## config.mk

```make
export PLATFORM = sky130hd
export DESIGN_NAME = sofm_monitor
export DESIGN_NICKNAME = d
export VERILOG_FILES = /design/src/rtl/sofm_pkg.sv /design/src/rtl/sofm_monitor.sv
export VERILOG_INCLUDE_DIRS = /design/src /design/src/rtl
export SDC_FILE = /design/constraint.sdc
export NUM_CORES = 1
export LEC_CHECK = 0
export BUFFER_PORTS_ARGS = -buffer_cell sky130_fd_sc_hd__buf_2
export CORE_AREA = 2 2 137 139
export CTS_BUF_LIST = sky130_fd_sc_hd__clkbuf_2 sky130_fd_sc_hd__clkbuf_4 sky130_fd_sc_hd__clkbuf_8
export DETAILED_ROUTE_END_ITERATION = 16
export DIE_AREA = 0 0 139 141
export PLACE_DENSITY = 0.66
export SLEW_MARGIN = 20
export SYNTH_ARGS = -nofsm -noshare
export SYNTH_HDL_FRONTEND = slang
export SYNTH_SLANG_ARGS = --single-unit
```

## constraint.sdc

```tcl
create_clock -name CLK_SYS -period 6.8 [get_ports CLK_SYS]
set_input_delay 1.02 -clock CLK_SYS [delete_from_list [all_inputs] [get_ports CLK_SYS]]
set_output_delay 1.02 -clock CLK_SYS [all_outputs]
set_load 0.1 [all_outputs]
```

## src/rtl/sofm_defs.svh

```systemverilog
// constants of the safe-off input monitor: bus offsets, fields, timing
// assumes inclusion by bare name from the rtl folder
//
// What this block does
// sample both channels and supply each tick
// long channel mismatch raises an error
// request while switching active flags error
// request disables control and switching
// request drops brake only if configured
// one acknowledge clears all group errors
// safe-off circuit errors recorded by machine
// detect driver supply lost without a circuit request
// report status and errors on outputs
// enable removal decelerates the drive first
// wait brake engaged, then loop off
// relay drops enable first, requests later
// relay delay covers full quick stop
// no cross-circuit checking on request inputs
// discrepancy window defaults to 100 ms
// safe-off when both low within window
// count mismatch ticks beyond window over tick
`ifndef SOFM_DEFS_SVH
`define SOFM_DEFS_SVH

// ---------------------------------------------------------------
// timing
// ---------------------------------------------------------------
`define SOFM_CLK_HZ        125000000
`define SOFM_TICK_MS       10
`define SOFM_TICK_CYC      ((`SOFM_CLK_HZ / 1000) * `SOFM_TICK_MS)
`define SOFM_DISC_MS       100

// ---------------------------------------------------------------
// register offsets (byte addresses)
// ---------------------------------------------------------------
`define SOFM_REG_CTRL      8'h00
`define SOFM_REG_STATUS    8'h04
`define SOFM_REG_ERR       8'h08
`define SOFM_REG_DISC      8'h0c

// ---------------------------------------------------------------
// control fields
// ---------------------------------------------------------------
`define SOFM_CTRL_BRAKE_CFG 0
`define SOFM_CTRL_ACK       1
`define SOFM_CTRL_RESET     32'h0000_0000
`define SOFM_DISC_RESET     16'h0064

`endif

```

## src/rtl/sofm_pkg.sv

```systemverilog
// types of the safe-off input monitor
// assumes nothing beyond the compiler
package sofm_pkg;

	// ---------------------------------------------------------------
	// state machine
	// ---------------------------------------------------------------
	typedef enum logic [4:0] {
		SOFM_RUN     = 5'b00001,
		SOFM_DECEL   = 5'b00010,
		SOFM_BRAKEW  = 5'b00100,
		SOFM_OFF     = 5'b01000,
		SOFM_SAFE    = 5'b10000
	} sofm_state_t;

	// ---------------------------------------------------------------
	// error flags
	// ---------------------------------------------------------------
	typedef struct packed {
		logic supply_lost;
		logic req_while_pwm;
		logic discrepancy;
	} sofm_err_t;

	// ---------------------------------------------------------------
	// drive-side commands
	// ---------------------------------------------------------------
	typedef struct packed {
		logic pwm_enable;
		logic control_enable;
		logic brake_release;
		logic decelerate;
	} sofm_drive_t;

endpackage

```

## src/rtl/sofm_monitor.sv

```systemverilog
// safe-off input monitor: tick sampler, discrepancy check, stop sequence
// assumes raw pins from outside, drive feedback on CLK_SYS, wishbone master
//
// Local design decisions: the Wishbone slave port and the placing of the registers.
`include "sofm_defs.svh"

module sofm_monitor #(
	parameter int TICK_CYC = `SOFM_TICK_CYC,
	parameter int TICK_MS  = `SOFM_TICK_MS
) (
	input  wire logic        CLK_SYS,
	input  wire logic        RESET,
	input  wire logic        SAFE_OFF_REQUEST_A,
	input  wire logic        SAFE_OFF_REQUEST_B,
	input  wire logic        DRIVE_ENABLE_INPUT,
	input  wire logic        DRIVER_SUPPLY_OK,
	input  wire logic        PWM_ACTIVE,
	input  wire logic        SPEED_ZERO,
	input  wire logic        BRAKE_ENGAGED,
	input  wire logic        WB_CYC_I,
	input  wire logic        WB_STB_I,
	input  wire logic        WB_WE_I,
	input  wire logic [7:0]  WB_ADR_I,
	input  wire logic [3:0]  WB_SEL_I,
	input  wire logic [31:0] WB_DAT_I,
	output logic      [31:0] WB_DAT_O,
	output logic             WB_ACK_O,
	output logic             PWM_ENABLE,
	output logic             CONTROL_ENABLE,
	output logic             BRAKE_RELEASE,
	output logic             DECELERATE,
	output logic             SAFE_TORQUE_OFF,
	output logic             ERROR_OUT
);

	// ---------------------------------------------------------------
	// pin synchronisers
	// ---------------------------------------------------------------
	logic [3:0] pin_s1_q, pin_s2_q;
	always_ff @(posedge CLK_SYS or posedge RESET) begin
		if (RESET) begin
			pin_s1_q <= 4'hf;
			pin_s2_q <= 4'hf;
		end else begin
			pin_s1_q <= {DRIVER_SUPPLY_OK, DRIVE_ENABLE_INPUT,
				SAFE_OFF_REQUEST_B, SAFE_OFF_REQUEST_A};
			pin_s2_q <= pin_s1_q;
		end
	end

	// ---------------------------------------------------------------
	// tick generator
	// ---------------------------------------------------------------
	logic [23:0] tick_cnt_q, tick_cnt_d;
	logic        tick;
	always_comb begin
		tick = (tick_cnt_q == 24'(TICK_CYC - 1));
		tick_cnt_d = tick ? 24'h000000 : tick_cnt_q + 24'h000001;
	end
	always_ff @(posedge CLK_SYS or posedge RESET) begin
		if (RESET)
			tick_cnt_q <= 24'h000000;
		else
			tick_cnt_q <= tick_cnt_d;
	end

	// ---------------------------------------------------------------
	// registers
	// ---------------------------------------------------------------
	logic [31:0] ctrl_q, ctrl_d;
	logic [15:0] disc_ms_q, disc_ms_d;
	logic [31:0] rdat_q, rdat_d;
	logic        ack_q, ack_d;
	logic        ack_pulse;
	logic        brake_cfg;
	logic        wr;

	sofm_pkg::sofm_err_t   err_q, err_d;
	sofm_pkg::sofm_state_t st_q, st_d;
	sofm_pkg::sofm_drive_t drv_q, drv_d;

	// per-byte write merge
	function automatic logic [31:0] merge(input logic [31:0] old,
			input logic [31:0] nw, input logic [3:0] sel);
		logic [31:0] r;
		r = old;
		for (int i = 0; i < 4; i++)
			if (sel[i])
				r[i*8 +: 8] = nw[i*8 +: 8];
		return r;
	endfunction

	assign brake_cfg = ctrl_q[`SOFM_CTRL_BRAKE_CFG];

	always_comb begin
		wr = WB_CYC_I && WB_STB_I && WB_WE_I && !ack_q;
		ack_d = WB_CYC_I && WB_STB_I && !ack_q;
		ctrl_d = ctrl_q;
		disc_ms_d = disc_ms_q;
		ack_pulse = 1'b0;
		rdat_d = 32'h0000_0000;
		if (wr && WB_ADR_I == `SOFM_REG_CTRL) begin
			ctrl_d = merge(ctrl_q, WB_DAT_I, WB_SEL_I) & 32'h0000_0001;
			ack_pulse = WB_SEL_I[0] && WB_DAT_I[`SOFM_CTRL_ACK];
		end
		if (wr && WB_ADR_I == `SOFM_REG_DISC)
			disc_ms_d = 16'(merge({16'h0000, disc_ms_q}, WB_DAT_I,
				WB_SEL_I));
		unique case (WB_ADR_I)
			`SOFM_REG_CTRL:   rdat_d = ctrl_q;
			`SOFM_REG_STATUS: rdat_d = {21'h000000, st_q, drv_q,
				pin_s2_q[1:0]};
			`SOFM_REG_ERR:    rdat_d = {29'h00000000, err_q};
			`SOFM_REG_DISC:   rdat_d = {16'h0000, disc_ms_q};
			default:          rdat_d = 32'h0000_0000;
		endcase
	end

	// ---------------------------------------------------------------
	// tick sampler and discrepancy counter
	// ---------------------------------------------------------------
	logic        req_a_q, req_b_q, en_q, sup_q;
	logic [15:0] mis_cnt_q, mis_cnt_d;
	logic        req_both;
	logic        disc_hit;
	always_comb begin
		mis_cnt_d = mis_cnt_q;
		// channels read independently, no cross-circuit test
		if (tick) begin
			if (pin_s2_q[0] != pin_s2_q[1])
				mis_cnt_d = (mis_cnt_q == 16'hffff) ? mis_cnt_q
					: mis_cnt_q + 16'h0001;
			else
				mis_cnt_d = 16'h0000;
		end
		// window in ticks, default 100 ms
		disc_hit = tick && (pin_s2_q[0] != pin_s2_q[1]) &&
			(mis_cnt_q >= 16'(disc_ms_q / 16'(TICK_MS)));
		req_both = !req_a_q && !req_b_q;
	end
	always_ff @(posedge CLK_SYS or posedge RESET) begin
		if (RESET) begin
			req_a_q <= 1'b1;
			req_b_q <= 1'b1;
			en_q <= 1'b0;
			sup_q <= 1'b1;
			mis_cnt_q <= 16'h0000;
		end else begin
			if (tick) begin
				req_a_q <= pin_s2_q[0];
				req_b_q <= pin_s2_q[1];
				en_q <= pin_s2_q[2];
				sup_q <= pin_s2_q[3];
			end
			mis_cnt_q <= mis_cnt_d;
		end
	end

	// ---------------------------------------------------------------
	// stop sequence and errors
	// ---------------------------------------------------------------
	always_comb begin
		st_d = st_q;
		err_d = err_q;
		// set wins over the group acknowledge
		if (ack_pulse)
			err_d = '0;
		if (disc_hit)
			err_d.discrepancy = 1'b1;
		// fresh pin sample: the state has not yet reached safe here
		if (tick && !pin_s2_q[0] && !pin_s2_q[1] && PWM_ACTIVE &&
				st_q != sofm_pkg::SOFM_SAFE)
			err_d.req_while_pwm = 1'b1;
		if (tick && !sup_q && !req_both)
			err_d.supply_lost = 1'b1;
		unique case (st_q)
			sofm_pkg::SOFM_RUN:
				if (req_both)
					st_d = sofm_pkg::SOFM_SAFE;
				else if (!en_q)
					st_d = sofm_pkg::SOFM_DECEL;
			sofm_pkg::SOFM_DECEL:
				if (req_both)
					st_d = sofm_pkg::SOFM_SAFE;
				else if (SPEED_ZERO)
					st_d = brake_cfg ? sofm_pkg::SOFM_BRAKEW
						: sofm_pkg::SOFM_OFF;
			sofm_pkg::SOFM_BRAKEW:
				if (req_both)
					st_d = sofm_pkg::SOFM_SAFE;
				else if (BRAKE_ENGAGED)
					st_d = sofm_pkg::SOFM_OFF;
			sofm_pkg::SOFM_OFF:
				if (req_both)
					st_d = sofm_pkg::SOFM_SAFE;
				else if (en_q)
					st_d = sofm_pkg::SOFM_RUN;
			sofm_pkg::SOFM_SAFE:
				if (req_a_q && req_b_q && !en_q)
					st_d = sofm_pkg::SOFM_OFF;
			default:
				st_d = sofm_pkg::SOFM_SAFE;
		endcase
		drv_d.decelerate = (st_d == sofm_pkg::SOFM_DECEL);
		drv_d.pwm_enable = (st_d == sofm_pkg::SOFM_RUN) ||
			(st_d == sofm_pkg::SOFM_DECEL) ||
			(st_d == sofm_pkg::SOFM_BRAKEW);
		drv_d.control_enable = drv_d.pwm_enable;
		// unconfigured brake output stays released
		drv_d.brake_release = !brake_cfg ||
			(st_d == sofm_pkg::SOFM_RUN) ||
			(st_d == sofm_pkg::SOFM_DECEL);
	end

	always_ff @(posedge CLK_SYS or posedge RESET) begin
		if (RESET) begin
			ctrl_q <= `SOFM_CTRL_RESET;
			disc_ms_q <= `SOFM_DISC_RESET;
			rdat_q <= 32'h0000_0000;
			ack_q <= 1'b0;
			err_q <= '0;
			st_q <= sofm_pkg::SOFM_OFF;
			drv_q <= '0;
		end else begin
			ctrl_q <= ctrl_d;
			disc_ms_q <= disc_ms_d;
			rdat_q <= rdat_d;
			ack_q <= ack_d;
			err_q <= err_d;
			st_q <= st_d;
			drv_q <= drv_d;
		end
	end

	// ---------------------------------------------------------------
	// outputs
	// ---------------------------------------------------------------
	logic sto_q, errout_q;
	always_ff @(posedge CLK_SYS or posedge RESET) begin
		if (RESET) begin
			sto_q <= 1'b0;
			errout_q <= 1'b0;
		end else begin
			sto_q <= (st_d == sofm_pkg::SOFM_SAFE);
			errout_q <= |err_d;
		end
	end

	assign WB_DAT_O = rdat_q;
	assign WB_ACK_O = ack_q;
	assign PWM_ENABLE = drv_q.pwm_enable;
	assign CONTROL_ENABLE = drv_q.control_enable;
	assign BRAKE_RELEASE = drv_q.brake_release;
	assign DECELERATE = drv_q.decelerate;
	assign SAFE_TORQUE_OFF = sto_q;
	assign ERROR_OUT = errout_q;

endmodule

```

==> impl_metrics.yaml <==
sta:
  finClkSkew_ns: 0.0173
  drv_slew: 0
  period_share_pct: 99.4
  rsz0062_at_grt: "true"
  layout_min_cycle_time_ns: 6.76
  finalHoldViolCount: 0
  setup_viol: 0
  tns_ns: 0
  tightest_slew_ns: 0.984
  fmax_mhz: 148
  setup_ws_ns: 0.0407
  slew_headroom_pct: 34.2
yosys:
  yosys.area.top_type: "dfrtp_1"
  ys_top_cells_by_count: "84 x dfrtp_1, 74 x nor2_1, 60 x nand2_1"
  synth-edff-count: 0
  synth_seq_area_share_pct: 39.8
  netlist_area_mm2: 0.00627
  yosysMostFrequentCell: "dfrtp_1"
  synth_top_area_share_pct: 33.5
  syn-mean-instance-area_um2: 9.09
  async_reset_ff_share_pct: 100
  synthFlopType: "dfrtp_1"
  yosys_warnings: 0
  synthTopCellsByArea: "dfrtp_1 33%, dfstp_2 6.3%, nor2_1 4.4%"
  synth_cell_types: 93
  ys_seq_elements: 99
  syn_inst: 690
floorplanning:
  die-area_mm2: 0.0196
  start_util_pct: 34.3
  core_mm2: 0.0183
  die_w_um: 139
  die_h_um: 141
  num_io_pins: 95
  core.rowCount: 50
grt:
  met2_usage_pct: 26.1
  grtUsageMet3_pct: 2.04
  overflow: 0
  antenna_found_initial: 1
  grt_pass1_vias: 5224
  top_usage_layer: "met2"
  grtUsageMet1_pct: 20.9
  grt_pass1_wl_mm: 25.3
  grt.total_usage_pct: 15.8
  grt_start_max_net_pins: 82
clock_tree:
  insertion_delay_ns: 0.39
  cts-root-buf: "clkbuf_8"
  tritoncts: "built"
  cts_buffer_depth: 2
  cts_buffers: 9
  h-tree-depth: 3
  path_clk_slew_ns: 0.11
  numClockSinks: 99
  holdBufCountCts: 0
routing:
  dr.first_iter.drc_count: 362
  avgViaCountPerCell: 5.21
  drt-pass1-iter-count: 5
  drc: 0
  vias: 5549
  wl_mm: 15.8
  wl_per_cell_um: 14.9
  postRouteAntennaNets: 0
setup_path:
  crit_top_cell: "a21o_1"
  crit_slowest_cell: "dfrtp_2"
  worstPathRequired_ns: 7.07
  arrival_ns: 7.03
  critPathLaunchType: "flop"
  cp_num_buf_inv: 5
  critPathTopFamily: "compound AO/OA/AOI/OAI gates"
  crit_type: "reg -> reg"
  path_max_fanout: 6
  crit_path_end_kind: "flop"
  max_stage_delay_ns: 0.47
power:
  power_density_mw_per_mm2: 149
  p_int_mw: 0.833
  swShare_pct: 30.7
  pwr-share-comb_pct: 17.6
  seqPwrFrac_pct: 49.9
  leakage_nw: 3.77
  finalPower_mw: 1.20
  power.switching_mw: 0.368
  clockPowerShare_pct: 32.5
  vdd_drop_max_uv: 142
layout:
  multi_input_area_mm2: 0.00382
  stdcell_count: 1066
  regArea_mm2: 0.00250
  area_growth_pct: 28.3
  diodes: 0
  drive_above_1_share_pct: 34.9
  nNetsFinal: 898
  finalInstanceArea_mm2: 0.00805
  num-fill-cells: 1770
place:
  post-dp-hpwl_mm: 11.1
  pre_cts_ws_ns: -0.410
  place_area_mm2: 0.00726
  placed_cells: 1029
  place.gp.congestion: 0.911
  port_buffers: 60
run_status:
  status: "finished, final reports clean"
min_path:
  worst_hold_path_type: "reg -> reg"
run:
  maxCapViolations: 0
==> per-layer routing <==
layer  routed length [um]  up-vias
met5                    0        -
met4                  384        0
met3                  639       25
met2                 7750      122
met1                 7060     2663
li1                     -     2739
==> what timing repair did <==
| action | 4_1_cts | 5_1_grt |
|---|---|---|
| endpoints found under the hold margin | 0 | 0 |
| gates resized for setup | 45 | 47 |
| endpoints found under the setup margin | 2 | 2 |
| setup buffers | 14 | 8 |
| pin swaps | 35 | 50 |
==> worst paths after layout <==
| kind | from | depth (start not counted) | slack, ns | endpoint |
|---|---|---|---|---|
| max in group asynchronous | RESET | 3 | 5.24 | disc_ms_q[11]$_DFFE_PP0P_ |
| min in group asynchronous | RESET | 2 | 0.55 | SAFE_TORQUE_OFF$_DFF_PP0_ |
| min reg2reg | pin_s1_q[3]$_DFF_PP1_ | 0 | 0.36 | pin_s2_q[3]$_DFF_PP1_ |
| max reg2reg | disc_ms_q[12]$_DFFE_PP0P_ | 36 | 0.04 | ERROR_OUT$_DFF_PP0_ |
| max | disc_ms_q[12]$_DFFE_PP0P_ | 36 | 0.04 | ERROR_OUT$_DFF_PP0_ |
| min | pin_s1_q[3]$_DFF_PP1_ | 0 | 0.36 | pin_s2_q[3]$_DFF_PP1_ |
==> worst reg2reg max path: cells and delay by family (launching register included) <==
kind            cells  cell delay, ns
compound gates     23            4.19
xor+xnor            1            0.13
fa+ha+maj           1            0.27
buf+inv             5            0.66
flops               1            0.47
simple gates        6            0.91
==> per-stage QoR <==
stage	utilization, %	hold WS (ns)
floorplan	-	0.345
global placement	39.8	0.346
detailed placement	39.8	0.347
CTS	42.6	0.363
global route	44.1	0.367
finish	44.1	0.361
==> placed cells by master, fill, tap and decap left out, types with 5 or more instances in the layout <==
master	Yosys	final
a21oi_1	34	28
o21ai_1	4	5
or3_1	10	9
nand4_1	9	9
nor2_1	74	70
a21o_1	12	12
xor2_1	23	23
buf_6	2	17
o221ai_1	7	5
buf_2	8	60
a221oi_1	6	5
nand2b_1	11	7
nor3_1	13	9
dfstp_2	15	15
nand3_1	27	24
nor3_2	2	5
and3_1	15	15
dfrtp_1	84	80
nor2b_1	8	7
nand2_1	60	57
a21oi_2	0	5
conb_1	1	16
nor4_1	7	7
buf_4	18	87
clkbuf_8	0	10
ha_1	15	15
inv_1	20	19
mux2_2	13	13
mux2i_1	7	7
o21ai_0	36	32
o22ai_1	6	6
xnor2_1	18	16
==> final cells by class <==
cell class                 count  share of cell area [%]
clock inverter                 6                   0.777
tap                          234                    3.64
timing repair buffer         164                    14.2
inverter                      22                    1.12
sequential                    99                    31.1
clock buffer                  10                    1.71
multi-input combinational    531                    47.5
==> cell families after synthesis <==
kind of cell    synth area share, %
simple gates                   21.4
compound gates                 19.3
flops                          39.8
buf+inv                        5.96
xor+xnor                       5.98
mux                            3.81
fa+ha+maj                      3.65
other cells                  0.0598
==> flip-flops by register name, indices dropped and copies added, names as in the netlist <==
| signal | flops |
|---|---|
| tick_cnt_q | 24 |
| WB_DAT_O | 16 |
| disc_ms_q | 16 |
| mis_cnt_q | 16 |
| st_q | 5 |
| pin_s1_q | 4 |
| pin_s2_q | 4 |
| err_q | 3 |
| BRAKE_RELEASE | 1 |
| CONTROL_ENABLE | 1 |
| DECELERATE | 1 |
| ERROR_OUT | 1 |
| SAFE_TORQUE_OFF | 1 |
| WB_ACK_O | 1 |
| ctrl_q | 1 |
| en_q | 1 |
| req_a_q | 1 |
| req_b_q | 1 |
| sup_q | 1 |
==> power groups by stage <==
stage               logic [mW]  registers (mW)  clock network (mW)
floorplan                0.127           0.612                   0
global route             0.228           0.600               0.426
detailed placement       0.179           0.610                   0
finish                   0.211           0.599               0.391
global placement         0.178           0.610                   0
CTS                      0.194           0.599               0.403
Power figures use the tool's default switching activity.
